[config.mk]
export PLATFORM = sky130hd
export DESIGN_NAME = out_func_select
export DESIGN_NICKNAME = d
export VERILOG_FILES = /design/src/design/out_sel_pkg.sv /design/src/design/out_func_select.sv /design/src/design/tick_gen.sv /design/src/design/trip_delay.sv
export SDC_FILE = /design/constraint.sdc
export NUM_CORES = 1
export LEC_CHECK = 0
export ABC_AREA = 1
export BUFFER_PORTS_ARGS = -buffer_cell sky130_fd_sc_hd__buf_2
export CORE_MARGIN = 5
export CORE_UTILIZATION = 35
export CTS_BUF_LIST = sky130_fd_sc_hd__clkbuf_4 sky130_fd_sc_hd__clkbuf_8
export CTS_CLUSTER_DIAMETER = 50
export DETAILED_ROUTE_END_ITERATION = 10
export GPL_TIMING_DRIVEN = 0
export PLACE_DENSITY = 0.58
export SLEW_MARGIN = 20
export SYNTH_ARGS = -nofsm -noshare
export SYNTH_HDL_FRONTEND = slang
export SYNTH_HIERARCHICAL = 1
export SYNTH_SLANG_ARGS = --single-unit
export TNS_END_PERCENT = 20
[constraint.sdc]
create_clock -name clk -period 6.65 [get_ports clk]
set_clock_uncertainty 0.05 [all_clocks]
set_input_delay 1.995 -clock clk [delete_from_list [all_inputs] [get_ports clk]]
set_output_delay 1.995 -clock clk [all_outputs]
set_load 0.01 [all_outputs]
[src/design/out_sel_pkg.sv]
// package for the output function select and trip delay block
// assumes one 125 MHz control clock and an apb3 register port
package out_sel_pkg;

  // ==========================================================
  // register map (byte addresses)
  localparam logic [7:0] OFF_TRIP_CLASS = 8'h00;
  localparam logic [7:0] OFF_RELAY_ONE  = 8'h04;
  localparam logic [7:0] OFF_RELAY_TWO  = 8'h08;
  localparam logic [7:0] OFF_TRANSISTOR = 8'h0c;
  localparam logic [7:0] OFF_OUT_STATE  = 8'h10;
  localparam logic [7:0] OFF_ASSERT_DLY = 8'h14;
  localparam logic [7:0] OFF_RELEASE_DLY = 8'h18;
  localparam logic [7:0] OFF_IRQ_STATUS = 8'h1c;
  localparam logic [7:0] OFF_IRQ_CLEAR  = 8'h20;
  localparam logic [7:0] OFF_IRQ_ENABLE = 8'h24;

  // ==========================================================
  // function codes
  localparam logic [5:0] FN_RUN     = 6'h0e;
  localparam logic [5:0] FN_READY   = 6'h16;
  localparam logic [5:0] FN_TIMER   = 6'h1c;
  localparam logic [5:0] FN_TRIP    = 6'h1d;
  localparam logic [5:0] FN_ON_OFF  = 6'h22;
  localparam logic [5:0] FN_BRAKE   = 6'h23;
  localparam logic [5:0] FN_BUFFER  = 6'h28;

  // ==========================================================
  // reset values and limits
  localparam logic [2:0]  RST_TRIP_CLASS = 3'h2;
  localparam logic [5:0]  RST_RELAY_ONE  = FN_TRIP;
  localparam logic [5:0]  RST_RELAY_TWO  = FN_RUN;
  localparam logic [5:0]  RST_TRANSISTOR = FN_RUN;
  localparam logic [13:0] RST_DELAY      = 14'h0000;
  localparam logic [13:0] DELAY_MAX      = 14'h2710;
  localparam logic [2:0]  RST_IRQ_ENABLE = 3'h0;

  // ==========================================================
  // timing: one delay unit is a 10 ms tick
  localparam int unsigned CLK_PERIOD_NS = 8;
  localparam int unsigned TICK_MS       = 10;
  localparam int unsigned TICK_CYCLES   =
    (TICK_MS * 1000000) / CLK_PERIOD_NS;

  // ==========================================================
  // carriers
  typedef struct packed {
    logic run_cmd;
    logic volt_out;
    logic dc_braking;
    logic standby_ready;
    logic timer_out;
    logic analog_on;
    logic brake_release;
    logic energy_buffering;
  } drive_cond_t;

  typedef struct packed {
    logic restart_fail;
    logic other;
    logic undervolt;
  } trip_cause_t;

  // maps a function code to an output level; unknown codes give off
  function automatic logic select_output(
    input logic [5:0]  code,
    input drive_cond_t c,
    input logic        trip
  );
    logic r;
    r = 1'b0;
    case (code)
      FN_RUN:    r = c.run_cmd & c.volt_out & ~c.dc_braking;
      FN_READY:  r = c.standby_ready;
      FN_TIMER:  r = c.timer_out;
      FN_TRIP:   r = trip;
      FN_ON_OFF: r = c.analog_on;
      FN_BRAKE:  r = c.brake_release;
      FN_BUFFER: r = c.energy_buffering;
      default:   r = 1'b0;
    endcase
    return r;
  endfunction : select_output

endpackage : out_sel_pkg

[src/design/out_func_select.sv]
// Functional notes
// - code 22 drives the output while the drive stands ready for a run.
// - code 28 drives the output from the timer's expiry signal.
// - code 29 drives the output from the delayed fault trip.
// - code 34 drives the output from the analog on/off compare.
// - code 35 drives the output as the brake release signal.
// - code 40 drives the output while energy buffering is active.
// - the transistor output has its own code, 14 (running) after reset.
// - each output's level is readable as one bit of a status word.
// - the trip function is available on the transistor and both relays.
// - a three-bit trip class field resets to 010.
// - relay two and its code exist only in the larger variant.
// - a trip asserts the trip outputs after a 0..100 s on delay.
// - trip removal releases them after a 0..100 s off delay.
// - class bit1 means undervolt, bit2 other trips, bit3 failed restart.
// - code 14 is on with run command and voltage out, off in dc braking.
//
// top of the output function select block with its apb3 slave
// assumes drive conditions come from logic on the same clock
`timescale 1ns/10ps
module out_func_select #(
  parameter bit          HAS_RELAY_TWO = 1'b1,
  parameter int unsigned TICK_CYCLES   = out_sel_pkg::TICK_CYCLES
) (
  input  wire logic                     clk,
  input  wire logic                     rst,
  input  wire logic                     psel,
  input  wire logic                     penable,
  input  wire logic                     pwrite,
  input  wire logic [7:0]               paddr,
  input  wire logic [31:0]              pwdata,
  output logic      [31:0]              prdata,
  output logic                          pready,
  output logic                          pslverr,
  input  wire out_sel_pkg::drive_cond_t cond,
  input  wire out_sel_pkg::trip_cause_t trip_cause,
  output logic                          relay_one_out,
  output logic                          relay_two_out,
  output logic                          open_collector_output,
  output logic                          irq
);

  // ==========================================================
  // registers
  logic [2:0]  trip_class_select_bits_ff;
  logic [5:0]  relay_one_function_code_ff;
  logic [5:0]  relay_two_function_code_ff;
  logic [5:0]  transistor_output_function_code_ff;
  logic [13:0] trip_assert_delay_ff;
  logic [13:0] trip_release_delay_ff;
  logic [2:0]  irq_status_ff;
  logic [2:0]  irq_enable_ff;
  logic [2:0]  out_state_ff;
  logic        trip_prev_ff;
  logic        ready_ff;
  logic        err_ff;
  logic [31:0] rdata_ff;
  logic        irq_ff;

  // ==========================================================
  // apb decode
  wire logic setup    = psel & ~penable;
  wire logic wr_fire  = psel & penable & pwrite & ready_ff;
  wire logic hit_cls  = (paddr == out_sel_pkg::OFF_TRIP_CLASS);
  wire logic hit_r1   = (paddr == out_sel_pkg::OFF_RELAY_ONE);
  wire logic hit_r2   = (paddr == out_sel_pkg::OFF_RELAY_TWO);
  wire logic hit_tr   = (paddr == out_sel_pkg::OFF_TRANSISTOR);
  wire logic hit_st   = (paddr == out_sel_pkg::OFF_OUT_STATE);
  wire logic hit_ad   = (paddr == out_sel_pkg::OFF_ASSERT_DLY);
  wire logic hit_rd   = (paddr == out_sel_pkg::OFF_RELEASE_DLY);
  wire logic hit_is   = (paddr == out_sel_pkg::OFF_IRQ_STATUS);
  wire logic hit_ic   = (paddr == out_sel_pkg::OFF_IRQ_CLEAR);
  wire logic hit_ie   = (paddr == out_sel_pkg::OFF_IRQ_ENABLE);
  wire logic mapped   = hit_cls | hit_r1 | (hit_r2 & HAS_RELAY_TWO) |
                        hit_tr | hit_st | hit_ad | hit_rd | hit_is |
                        hit_ic | hit_ie;

  // delay writes above 100.00 s saturate rather than wrap
  wire logic [13:0] wdly = (pwdata[31:14] != 18'h0 ||
                            pwdata[13:0] > out_sel_pkg::DELAY_MAX) ?
                           out_sel_pkg::DELAY_MAX : pwdata[13:0];

  wire logic [31:0] rd_mux =
    hit_cls ? {29'h0, trip_class_select_bits_ff} :
    hit_r1  ? {26'h0, relay_one_function_code_ff} :
    (hit_r2 & HAS_RELAY_TWO) ? {26'h0, relay_two_function_code_ff} :
    hit_tr  ? {26'h0, transistor_output_function_code_ff} :
    hit_st  ? {29'h0, out_state_ff} :
    hit_ad  ? {18'h0, trip_assert_delay_ff} :
    hit_rd  ? {18'h0, trip_release_delay_ff} :
    hit_is  ? {29'h0, irq_status_ff} :
    hit_ie  ? {29'h0, irq_enable_ff} : 32'h0;

  // one access cycle: answer is prepared during setup
  always_ff @(posedge clk) begin
    if (rst) begin
      ready_ff <= 1'b0;
      err_ff   <= 1'b0;
      rdata_ff <= 32'h0;
    end else begin
      ready_ff <= setup;
      err_ff   <= setup & ~mapped;
      rdata_ff <= (setup & ~pwrite) ? rd_mux : 32'h0;
    end
  end

  // ==========================================================
  // configuration registers
  always_ff @(posedge clk) begin
    if (rst) begin
      trip_class_select_bits_ff  <= out_sel_pkg::RST_TRIP_CLASS;
      relay_one_function_code_ff <= out_sel_pkg::RST_RELAY_ONE;
      relay_two_function_code_ff <= out_sel_pkg::RST_RELAY_TWO;
      transistor_output_function_code_ff <=
        out_sel_pkg::RST_TRANSISTOR;
      trip_assert_delay_ff  <= out_sel_pkg::RST_DELAY;
      trip_release_delay_ff <= out_sel_pkg::RST_DELAY;
      irq_enable_ff         <= out_sel_pkg::RST_IRQ_ENABLE;
    end else if (wr_fire) begin
      if (hit_cls) trip_class_select_bits_ff <= pwdata[2:0];
      if (hit_r1) relay_one_function_code_ff <= pwdata[5:0];
      if (hit_r2 & HAS_RELAY_TWO) begin
        relay_two_function_code_ff <= pwdata[5:0];
      end
      if (hit_tr) transistor_output_function_code_ff <= pwdata[5:0];
      if (hit_ad) trip_assert_delay_ff <= wdly;
      if (hit_rd) trip_release_delay_ff <= wdly;
      if (hit_ie) irq_enable_ff <= pwdata[2:0];
    end
  end

  // ==========================================================
  // trip qualification and delay
  // class bits gate causes
  wire logic trip_raw =
    (trip_class_select_bits_ff[0] & trip_cause.undervolt) |
    (trip_class_select_bits_ff[1] & trip_cause.other) |
    (trip_class_select_bits_ff[2] & trip_cause.restart_fail);

  logic tick;
  logic trip_out;

  tick_gen #(
    .TICK_CYCLES (TICK_CYCLES)
  ) u_tick (
    .clk     (clk),
    .rst     (rst),
    .tick_ff (tick)
  );

  trip_delay u_trip (
    .clk     (clk),
    .rst     (rst),
    .tick    (tick),
    .raw     (trip_raw),
    .on_dly  (trip_assert_delay_ff),
    .off_dly (trip_release_delay_ff),
    .out_ff  (trip_out)
  );

  // ==========================================================
  // output selection
  // code decode
  wire logic sel_r1 = out_sel_pkg::select_output(
    relay_one_function_code_ff, cond, trip_out);
  wire logic sel_r2 = HAS_RELAY_TWO & out_sel_pkg::select_output(
    relay_two_function_code_ff, cond, trip_out);
  wire logic sel_tr = out_sel_pkg::select_output(
    transistor_output_function_code_ff, cond, trip_out);
  wire logic [2:0] nxt_out_state = {sel_tr, sel_r2, sel_r1};

  // ==========================================================
  // interrupt status: trip rise, trip fall, any output change
  wire logic [2:0] ev = {
    nxt_out_state != out_state_ff,
    trip_prev_ff & ~trip_out,
    ~trip_prev_ff & trip_out
  };
  wire logic [2:0] clr = (wr_fire & hit_ic) ? pwdata[2:0] : 3'h0;
  // irq follows an enable write in the same cycle as the register
  wire logic [2:0] nxt_irq_enable = (wr_fire & hit_ie) ? pwdata[2:0] :
                                    irq_enable_ff;
  // a new event beats a clear in the same cycle
  wire logic [2:0] nxt_irq_status = (irq_status_ff & ~clr) | ev;

  always_ff @(posedge clk) begin
    if (rst) begin
      out_state_ff  <= 3'h0;
      trip_prev_ff  <= 1'b0;
      irq_status_ff <= 3'h0;
      irq_ff        <= 1'b0;
    end else begin
      out_state_ff  <= nxt_out_state;
      trip_prev_ff  <= trip_out;
      irq_status_ff <= nxt_irq_status;
      irq_ff        <= |(nxt_irq_status & nxt_irq_enable);
    end
  end

  assign relay_one_out         = out_state_ff[0];
  assign relay_two_out         = out_state_ff[1];
  assign open_collector_output = out_state_ff[2];
  assign irq                   = irq_ff;
  assign prdata                = rdata_ff;
  assign pready                = ready_ff;
  assign pslverr               = err_ff;

  // ==========================================================
  // checks
  property p_ready_code;
    @(posedge clk) disable iff (rst)
      (transistor_output_function_code_ff == out_sel_pkg::FN_READY)
      |=> open_collector_output == $past(cond.standby_ready);
  endproperty
  a_ready_code: assert property (p_ready_code)
    else $error("ready code not followed on transistor output");

  property p_timer_code;
    @(posedge clk) disable iff (rst)
      (relay_one_function_code_ff == out_sel_pkg::FN_TIMER)
      |=> relay_one_out == $past(cond.timer_out);
  endproperty
  a_timer_code: assert property (p_timer_code)
    else $error("timer code not followed on relay one");

  property p_trip_code;
    @(posedge clk) disable iff (rst)
      (relay_one_function_code_ff == out_sel_pkg::FN_TRIP)
      |=> relay_one_out == $past(trip_out);
  endproperty
  a_trip_code: assert property (p_trip_code)
    else $error("trip code not followed on relay one");

  property p_onoff_code;
    @(posedge clk) disable iff (rst)
      (transistor_output_function_code_ff == out_sel_pkg::FN_ON_OFF)
      |=> open_collector_output == $past(cond.analog_on);
  endproperty
  a_onoff_code: assert property (p_onoff_code)
    else $error("on/off code not followed");

  property p_brake_code;
    @(posedge clk) disable iff (rst)
      (relay_one_function_code_ff == out_sel_pkg::FN_BRAKE)
      |=> relay_one_out == $past(cond.brake_release);
  endproperty
  a_brake_code: assert property (p_brake_code)
    else $error("brake code not followed");

  property p_buffer_code;
    @(posedge clk) disable iff (rst)
      (transistor_output_function_code_ff == out_sel_pkg::FN_BUFFER)
      |=> open_collector_output == $past(cond.energy_buffering);
  endproperty
  a_buffer_code: assert property (p_buffer_code)
    else $error("buffering code not followed");

  property p_run_brake;
    @(posedge clk) disable iff (rst)
      (transistor_output_function_code_ff == out_sel_pkg::FN_RUN &&
       cond.dc_braking) |=> !open_collector_output;
  endproperty
  a_run_brake: assert property (p_run_brake)
    else $error("run output on during dc braking");

  property p_no_relay_two;
    @(posedge clk) disable iff (rst)
      !HAS_RELAY_TWO |-> !relay_two_out;
  endproperty
  a_no_relay_two: assert property (p_no_relay_two)
    else $error("relay two driven in small variant");

  property p_class_gate;
    @(posedge clk) disable iff (rst)
      (trip_class_select_bits_ff == 3'h0 &&
       trip_release_delay_ff == 14'h0) [*2] |-> !trip_out;
  endproperty
  a_class_gate: assert property (p_class_gate)
    else $error("trip qualified with all classes off");

  property p_apb_answer;
    @(posedge clk) disable iff (rst)
      (psel && !penable) |=> pready ##1 !pready;
  endproperty
  a_apb_answer: assert property (p_apb_answer)
    else $error("apb answer not a single access cycle");

  property p_irq_level;
    @(posedge clk) disable iff (rst)
      ##1 irq == |(irq_status_ff & irq_enable_ff);
  endproperty
  a_irq_level: assert property (p_irq_level)
    else $error("interrupt level disagrees with status");

  c_trip_seen: cover property (@(posedge clk) disable iff (rst)
    $rose(trip_out));
  c_trip_gone: cover property (@(posedge clk) disable iff (rst)
    $fell(trip_out));
  c_write_read: cover property (@(posedge clk) disable iff (rst)
    (wr_fire && hit_ad) ##[1:10] (pready && !pwrite && hit_ad));
  c_irq: cover property (@(posedge clk) disable iff (rst)
    $rose(irq));

endmodule : out_func_select

[src/design/tick_gen.sv]
// fixed-period tick pulse for the trip delays
// assumes a free-running clock; tick is one cycle wide
`timescale 1ns/10ps
module tick_gen #(
  parameter int unsigned TICK_CYCLES = out_sel_pkg::TICK_CYCLES
) (
  input  wire logic clk,
  input  wire logic rst,
  output logic      tick_ff
);
  logic [31:0] cnt_ff;
  wire logic   wrap = (cnt_ff == 32'(TICK_CYCLES - 1));

  always_ff @(posedge clk) begin
    if (rst) begin
      cnt_ff  <= 32'h0;
      tick_ff <= 1'b0;
    end else begin
      cnt_ff  <= wrap ? 32'h0 : cnt_ff + 32'h1;
      tick_ff <= wrap;
    end
  end
endmodule : tick_gen

[src/design/trip_delay.sv]
// on/off delay filter for the qualified trip level
// assumes tick is a one-cycle pulse every delay unit
`timescale 1ns/10ps
module trip_delay (
  input  wire logic        clk,
  input  wire logic        rst,
  input  wire logic        tick,
  input  wire logic        raw,
  input  wire logic [13:0] on_dly,
  input  wire logic [13:0] off_dly,
  output logic             out_ff
);
  logic [13:0] cnt_ff;
  wire logic [13:0] limit  = raw ? on_dly : off_dly;
  wire logic        differ = (raw != out_ff);
  wire logic        expire = differ && (cnt_ff >= limit);
  wire logic [13:0] nxt_cnt = (!differ || expire) ? 14'h0 :
                              tick ? cnt_ff + 14'h1 : cnt_ff;

  // a change back before expiry restarts the count; the first
  // tick may be partial, so the wait is up to one tick short
  always_ff @(posedge clk) begin
    if (rst) begin
      cnt_ff <= 14'h0;
      out_ff <= 1'b0;
    end else begin
      cnt_ff <= nxt_cnt;
      out_ff <= expire ? raw : out_ff;
    end
  end

  property p_follow_only;
    @(posedge clk) disable iff (rst)
      $changed(out_ff) |-> out_ff == $past(raw);
  endproperty
  a_follow_only: assert property (p_follow_only)
    else $error("trip output moved away from its input");

  property p_zero_delay;
    @(posedge clk) disable iff (rst)
      (differ && limit == 14'h0) |=> out_ff == $past(raw);
  endproperty
  a_zero_delay: assert property (p_zero_delay)
    else $error("zero delay not taken on next edge");
endmodule : trip_delay

[Word-level counts from Yosys, hierarchy flattened]
Index checks and enable logic that the tools add are counted.
Storage, ports and cells
  flip-flop bits (word level): 142
  input bits: 56
Cells by class
  add/subtract/negate cells: 2
  order comparisons: 2
  equality and inequality tests: 33
  multiplexer cells: 16
  bitwise gates (word level): 37
  reductions and logical operators: 20
Operators with widths (count)
  2-to-1 mux 14 bit: 4
  equality test 6 x 5 -> 1 bit, second input constant: 9
  equality test 6 bit, second input constant: 9
  adder 32 x 1 -> 32 bit, second input constant: 1
  equality test 32 x 21 -> 1 bit, second input constant: 1
  equality test 8 x 5 -> 1 bit, second input constant: 4
  2-to-1 mux 6 bit: 4
  one-hot mux 1 bit (7 select lines): 3
  equality test 6 x 4 -> 1 bit, second input constant: 3
  nonzero test 18 bit: 1
  equality test 8 x 4 -> 1 bit, second input constant: 2
  equality test 8 x 6 -> 1 bit, second input constant: 2
  AND 1 bit: 15
  2-to-1 mux 3 bit: 5
  adder 14 x 1 -> 14 bit, second input constant: 1
  >= comparator 14 bit: 1
  greater-than comparator 14 bit, second input constant: 1
  AND reduction 2 bit: 7
  OR 1 bit: 11
  OR reduction 10 bit: 1
  equality test 8 x 3 -> 1 bit, second input constant: 1
  zero test 8 bit: 1
  inverter 1 bit: 7
  OR reduction 7 bit: 1
  other kinds (10): 15

[Logic depth before layout (Yosys ltp)]
Gate-level depths: netlist (run 1).
  word-level depth: 12
  depth in mapped cells: 17
  mapped depth without buffers: 15

[By module]
Netlist (run 1), hierarchy kept.
By module, submodules not included
  out_func_select: instances 1, cells each 579, area an instance 4075.2 um^2, seq. area each 1521.5 um^2
  tick_gen: instances 1, cells each 316, area an instance 1933.1 um^2, seq. area each 660.6 um^2
  trip_delay: instances 1, cells each 168, area an instance 1221.2 um^2, seq. area each 300.3 um^2

[Least setup slack after synthesis (run 1)]
No wires, ideal clock.
  path kind: input port to flip-flop
  from: input trip_cause[1] (netlist name)
  to: register u_trip.cnt_ff[1]
  arrival: 3.713 ns
  required time: 6.534 ns
  path slack: 2.821 ns
  cell stages on the path: 14
  path through: nand2_1 > nand3_1 > buf_4 > buf_2 > mux2i_1 > ha_1 > nand2_1 > nor2_1 > nand2_1 > nor2_1 > nor2_2 > nand3_2 > buf_6 > a21oi_2
Between the ends
  longest elaborated chain between the ends: 8
  elaborated cells between the ends (all ways): 10
  those cells by class: order compare: 1; eq/ne: 1; mux: 1; bitwise: 3; reduce/logical: 4
Ends and longest elaborated chain
  from (decl): line out_func_select.sv:36  | input wire out_sel_pkg::trip_cause_t trip_cause,
  AND 1 bit (*): line out_func_select.sv:137  | (trip_class_select_bits_ff[1] & trip_cause.other) |
  OR 1 bit (*): line out_func_select.sv:136  | (trip_class_select_bits_ff[0] & trip_cause.undervolt) |
  OR 1 bit (*): line out_func_select.sv:137
  via trip_raw: line out_func_select.sv:135  | wire logic trip_raw =
  2-to-1 mux 14 bit: line trip_delay.sv:14  | wire logic [13:0] limit = raw ? on_dly : off_dly;
  >= comparator 14 bit: line trip_delay.sv:16  | wire logic expire = differ && (cnt_ff >= limit);
  logical AND 1 bit: line trip_delay.sv:16
  logical OR 1 bit (*): line trip_delay.sv:17  | wire logic [13:0] nxt_cnt = (!differ || expire) ? 14'h0 :
  OR reduction 2 bit (no source line) (*)
  to (signal assigned): line trip_delay.sv:27  | cnt_ff <= nxt_cnt;
  to (decl): line trip_delay.sv:13  | logic [13:0] cnt_ff;
The timed path passes the listed nets; every way through them passes the cells marked *.
A chain may end at the register's enable or synchronous reset.

[Final worst setup path (run 1)]
Same ends and word-level chain as after synthesis.

==> impl_metrics.csv, run 1 <==
group,metric,value,unit
status,status,"finished clean",
floorplanning,start_util,0.356,
global_routing,track_usage,0.171,
synthesis,netlist-cell-type-count,43,
setup_path,path_class,"in -> reg",
clock_network,cts_root_buf,"clkbuf_8",
setup_path,critPathLaunchType,"input port",
synthesis,ys_ff_latch,124,
sta,worst_pin_slew,0.656,ns
setup_path,crit-reg2reg-launch,"trip_class_select_bits_ff[1]",
min_path,hold_path_depth,1,
detailed_routing,drt_iter0_drc,578,
global_routing,grt_max_degree,17,
global_routing,grt_overflow,0,
sta,drv_slew,0,
detailed_routing,via_count,7078,
placed_design,gp_congestion,0.896,
floorplanning,coreArea,20300,sq um
final_layout,nFillCells,2157,
clock_network,cts_setup_buffers,0,
floorplanning,row_count,52,
floorplanning,die_area,23600,sq um
final_layout,area_delta_synth_final,17.1,%
detailed_routing,dr.pass1.iters,6,
placed_design,placed_cell_area,8010,sq um
clock_network,ctsHtreeMaxLevel,4,
final_layout,drive_gt1_frac,0.177,
clock_network,cts_buffers,17,
pwr,peakVddDrop,0.124,mV
synthesis,synth_edf_count,0,
setup_path,cp.arrival,4.27,ns
floorplanning,die_w,154,um
sta,hold_viol_final,0,
placed_design,numPortBuffers,75,
sta,min_period,3.94,ns
setup_path,startpoint,"trip_cause[1]",
synthesis,synth_top_area_share,0.343,
global_routing,grt_pass1_wl,33.1,mm
synthesis,synth_area,7230,sq um
sta,setup-tns-final,0,ns
final_layout,fin_nets,1246,
synthesis,async_flop_share,0,
synthesis,synth_top_area_cell,"dfxtp_1",
placed_design,dpl.hpwl,15.7,mm
sta,min_period_over_period,0.593,
pwr,power_leakage,3.72,nW
final_layout,design_area,8470,sq um
floorplanning,die_h,154,um
sta,setup-violations-final,0,
clock_network,postCtsHoldBufs,0,
final_layout,final_common_cell,"nand2_1",
clock_network,clk-insertion-delay-late,0.45,ns
pwr,total_power,1.63,mW
final_layout,antennaDiodeCount,0,
final_layout,layout.cells.non_filler,1456,
clock_network,cts_tree,"done",
placed_design,dp.cells,1425,
detailed_routing,drc,0,
synthesis,synthCells,1063,
synthesis,syn_area_per_cell,6.80,sq um
setup_path,reg2reg_to,"u_trip/cnt_ff[1]",
detailed_routing,wire_per_inst,14.0,um
detailed_routing,routed_wl,20.4,mm
sta,rsz0062_at_grt,"false",
min_path,holdCritStartpoint,"u_tick/cnt_ff[0]",
synthesis,synth_area_leaders,"dfxtp_1, nand2_1, nor2_1, inv_1, nand3_1",
setup_path,rrSetupSlack,3.94,ns
sta,slew_headroom,0.562,
clock_network,cts_sinks,124,
global_routing,grt_pass1_vias,6537,
setup_path,r2r_cells,14,
clock_network,ctsResizeCount,0,
global_routing,antenna_found_initial,0,
run,timing.max_cap.violations,0,
detailed_routing,viasPerCell,4.86,
min_path,min_to,"u_tick/cnt_ff[0]",
setup_path,cp-end-kind,"register",
detailed_routing,ant_nets,0,
min_path,hp-class,"reg -> reg",
floorplanning,ioPinCount,94,
synthesis,yosysSeqAreaShare,0.343,
final_layout,layout_common_cells,"nand2_1, nor2_1, dfxtp_1",
final_layout,postLayoutCoreUtil,0.417,
setup_path,cp.required,6.98,ns
sta,fmax,254,MHz
clock_network,clk_pin_slew_worst_paths,0.08,ns
setup_path,cp_max_fo,10,
pwr,p_per_area,192,nW/um^2
synthesis,synthFlopType,"dfxtp_1",
clock_network,ctsLongestPathBuffers,2,
synthesis,ys_warn_count,6,
## cells in the mapped netlist, types with 2 or more instances
| cell type | n |
|---|---|
| nor2_8 | 2 |
| nor3_1 | 10 |
| buf_4 | 27 |
| nand2_4 | 2 |
| nand3_1 | 64 |
| dfxtp_1 | 124 |
| nand2_1 | 260 |
| ha_1 | 16 |
| a21oi_2 | 9 |
| buf_2 | 3 |
| o21ai_0 | 41 |
| nand3b_1 | 2 |
| nand4_1 | 24 |
| mux2i_1 | 13 |
| xor2_1 | 10 |
| nand2_2 | 11 |
| buf_6 | 6 |
| nor2_1 | 155 |
| nor2_2 | 15 |
| a32oi_1 | 8 |
| inv_1 | 122 |
| o211ai_1 | 11 |
| inv_4 | 2 |
| a21oi_1 | 59 |
| o21a_1 | 8 |
| or2_0 | 4 |
| nor4_1 | 3 |
| o21bai_1 | 2 |
| nand3_2 | 3 |
| inv_2 | 5 |
| xnor2_1 | 7 |
| o21ai_1 | 7 |
| clkbuf_1 | 5 |
| nor2_4 | 14 |
## worst max-delay path by stage
stage,to,cells after the start
finish,u_trip/cnt_ff[1],15
global route,u_trip/cnt_ff[6],15
CTS,u_trip/cnt_ff[1],15
detailed placement,u_trip/cnt_ff[1],15
global placement,u_trip/cnt_ff[1],15
floorplan,u_trip/cnt_ff[1],14
## logic make-up after synthesis
logic type | share of synthesized area
XOR/XNOR | 0.0206
buffers and inverters | 0.112
AO/OA/AOI/OAI | 0.119
other | 0.000519
flip-flops | 0.343
adder cells (fa/ha/maj) | 0.0277
AND/OR/NAND/NOR | 0.359
multiplexers | 0.0180
## state kept, by name, summed over array words and instances (netlist names), 3 cells and up
signal and flops:
u_tick/cnt_ff 32, prdata 14, trip_assert_delay_ff 14, trip_release_delay_ff 14, u_trip/cnt_ff 14, relay_one_function_code_ff 6, relay_two_function_code_ff 6, transistor_output_function_code_ff 6
irq_enable_ff 3, irq_status_ff 3, out_state_ff 3, trip_class_select_bits_ff 3
## worst max-delay path, stage by stage
cell     delay (ns)
buf_2          0.08
nand2_1        0.04
nand3_1        0.07
buf_4          0.21
buf_2          0.34
mux2i_1        0.30
ha_1           0.27
nand2_1        0.08
nor2_1         0.06
nand2_1        0.05
nand3_1        0.11
nor2_2         0.18
nand3_2        0.18
buf_6          0.19
a21oi_2        0.09
## report_power, final
part | switching [mW] | internal (mW)
Clock | 0.315 | 0.467
Combinational | 0.0608 | 0.0356
Sequential | 0.00408 | 0.747
## area by class of cell
cell class,instances,area [sq um],area share
Inverter,129,489,0.0578
Sequential cell,124,2480,0.293
Clock inverter,11,191,0.0226
Buffer,42,319,0.0377
Multi-Input combinational cell,785,4000,0.473
Tap cell,270,338,0.0399
Timing Repair Buffer,75,375,0.0443
Clock buffer,20,269,0.0318
## metrics by stage
stage          setup slack (ns)  hold slack [ns]
6_report                   2.71            0.431
5_1_grt                    2.47            0.475
4_1_cts                    2.70            0.430
3_5_place_dp               2.24            0.412
3_3_place_gp               2.23            0.399
2_1_floorplan              2.82            0.380
## routing by layer
layer	share of wire	track usage	vias to the layer above	wire length (um)
met1	0.47	0.243	3211	9620
met5	0	0	-	0
met2	0.44	0.263	238	9070
met3	0.068	0.0374	22	1390
met4	0.015	0.0484	0	316
li1	-	-	3607	-
No activity file was read; power rests on OpenSTA's default activity.
==> inputs of run 2 (changes only) <==
Settings changed: PLACE_DENSITY 0.58 to 0.6.
Clock period 6.65 ns to 3.6 ns, I/O delays scaled along.
==> impl_metrics.csv, run 2 (synthesis gave the netlist of run 1 again) <==
group,metric,value,unit
placed_design,gp_congestion,0.899,
placed_design,place_ws,0.0895,ns
global_routing,grt_pass1_wl,32.8,mm
setup_path,worst-path-buf-inv,5,
pwr,p_per_area,328,nW/um^2
sta,fmax,327,MHz
setup_path,path_delay_family,"buffers and inverters",
pwr,intPower,2.09,mW
detailed_routing,drt_iter0_drc,537,
placed_design,placed_cell_area,8010,sq um
final_layout,antennaDiodeCount,0,
clock_network,cts_setup_buffers,0,
floorplanning,ioPinCount,94,
pwr,peakVddDrop,0.199,mV
setup_path,crit-reg2reg-launch,"trip_class_select_bits_ff[1]",
setup_path,cp-end-kind,"register",
clock_network,clk_pin_slew_worst_paths,0.07,ns
clock_network,ctsLongestPathBuffers,2,
final_layout,nFillCells,2198,
sta,setup-tns-final,0,ns
final_layout,fin_nets,1246,
setup_path,startpoint,"trip_cause[1]",
clock_network,cts_sinks,124,
run,timing.max_cap.violations,0,
setup_path,cpMaxStageDelayCell,"mux2i_1",
final_layout,drive_gt1_frac,0.176,
floorplanning,start_util,0.356,
sta,worst_pin_slew,0.585,ns
sta,drv_slew,0,
global_routing,grt_pass1_vias,6547,
clock_network,clk-insertion-delay-late,0.44,ns
clock_network,ctsResizeCount,0,
global_routing,track_usage,0.170,
detailed_routing,ant_nets,0,
floorplanning,row_count,52,
sta,min_period,3.06,ns
setup_path,cp.arrival,3.38,ns
setup_path,path_common_cell,"nand2_1",
clock_network,cts_buffers,17,
pwr,pwr-share-seq,0.505,
floorplanning,coreArea,20300,sq um
setup_path,path_class,"in -> reg",
setup_path,cp.depth,15,
sta,layout_setup_ws,0.543,ns
placed_design,numPortBuffers,75,
final_layout,design_area,8370,sq um
placed_design,dpl.hpwl,15.7,mm
clock_network,ctsHtreeMaxLevel,4,
final_layout,largest_register_ffs,32,
setup_path,r2r_cells,14,
clock_network,cts_tree,"done",
setup_path,cp.required,3.92,ns
setup_path,cp_max_fo,10,
floorplanning,die_w,154,um
sta,hold_viol_final,0,
final_layout,multi_input_comb_area,4000,sq um
floorplanning,die_h,154,um
final_layout,final_common_cell,"nand2_1",
detailed_routing,dr.pass1.iters,5,
pwr,power_frac_clock,0.431,
sta,setup-violations-final,0,
sta,min_period_over_period,0.849,
setup_path,reg2reg_to,"u_trip/cnt_ff[1]",
detailed_routing,drc,0,
final_layout,layout_common_cells,"nand2_1, nor2_1, dfxtp_1",
global_routing,antenna_found_initial,0,
final_layout,top_register,"u_tick/cnt_ff",
pwr,power_switching,0.663,mW
setup_path,critical_path.max_stage_delay,0.36,ns
detailed_routing,wire_per_inst,13.8,um
setup_path,crit_path_cell_trace,"buf_2 -> nand2_1 -> nand3_1 -> buf_4 -> buf_2 -> mux2i_1 -> ha_1 -> nand2_1 -> inv_1 -> a21oi_1 -> nand2_1 -> nand2_1 -> nand3_2 -> buf_6 -> a21oi_2",
final_layout,seq_area,2480,sq um
sta,rsz0062_at_grt,"false",
setup_path,critPathLaunchType,"input port",
floorplanning,die_area,23600,sq um
pwr,swShare,0.241,
detailed_routing,via_count,7001,
status,status,"finished clean",
min_path,hp-class,"reg -> reg",
sta,slew_headroom,0.610,
final_layout,area_delta_synth_final,15.8,%
global_routing,grt_max_degree,17,
pwr,total_power,2.75,mW
detailed_routing,viasPerCell,4.81,
setup_path,rrSetupSlack,0.87,ns
setup_path,worstSetupEndpoint,"u_trip/cnt_ff[1]",
global_routing,grt_overflow,0,
clock_network,postCtsHoldBufs,0,
pwr,power_leakage,3.69,nW
pwr,power_frac_comb,0.064,
clock_network,cts_root_buf,"clkbuf_8",
detailed_routing,routed_wl,20.1,mm
run 2: cell types whose count changed in the layout (fill, tap and decap cells not counted), sizes merged:
cell	delta
clkinv	+3
clkbuf	+1
clkinvlp	-2
bufinv	-3
run 2: layout make-up:
class	count	area share
Buffer	42	0.0381
Inverter	129	0.0584
Multi-Input combinational cell	785	0.478
Clock buffer	21	0.0323
Tap cell	270	0.0403
Sequential cell	124	0.296
Timing Repair Buffer	75	0.0448
Clock inverter	9	0.0117
run 2: how the worst min path moves through the flow:
stage	slack [ns]	end	cells past startpoint	from
3_3_place_gp	0.40	u_tick/cnt_ff[0]	1	u_tick/cnt_ff[0]
2_1_floorplan	0.38	u_tick/cnt_ff[0]	1	u_tick/cnt_ff[0]
3_5_place_dp	0.41	u_tick/cnt_ff[0]	1	u_tick/cnt_ff[0]
6_report	0.42	u_tick/cnt_ff[0]	1	u_tick/cnt_ff[0]
4_1_cts	0.43	u_tick/cnt_ff[0]	1	u_tick/cnt_ff[0]
5_1_grt	0.47	u_tick/cnt_ff[0]	1	u_tick/cnt_ff[0]
run 2: power by group through the flow:
| stage | clock [mW] | sequential [mW] | combinational (mW) |
|---|---|---|---|
| 6_report | 1.18 | 1.39 | 0.176 |
| 5_1_grt | 1.28 | 1.39 | 0.193 |
| 4_1_cts | 1.22 | 1.39 | 0.175 |
| 3_5_place_dp | 0 | 1.42 | 0.174 |
| 3_3_place_gp | 0 | 1.42 | 0.173 |
| 2_1_floorplan | 0 | 1.42 | 0.0986 |
run 2: layer usage:
metal | global-route usage | up-vias | wire (um)
met1 | 0.241 | 3170 | 9720
met5 | 0 | - | 0
met2 | 0.260 | 208 | 8730
met4 | 0.0542 | 0 | 287
li1 | - | 3602 | -
met3 | 0.0326 | 21 | 1320
run 2: through the flow:
stage | util | cells | hold slack (ns)
after global routing | 0.413 | 1455 | 0.473
after CTS | 0.413 | 1455 | 0.431
after floorplan | - | 1080 | 0.380
final | 0.413 | 1455 | 0.419
after global placement | 0.394 | 1425 | 0.399
after detailed placement | 0.394 | 1425 | 0.413
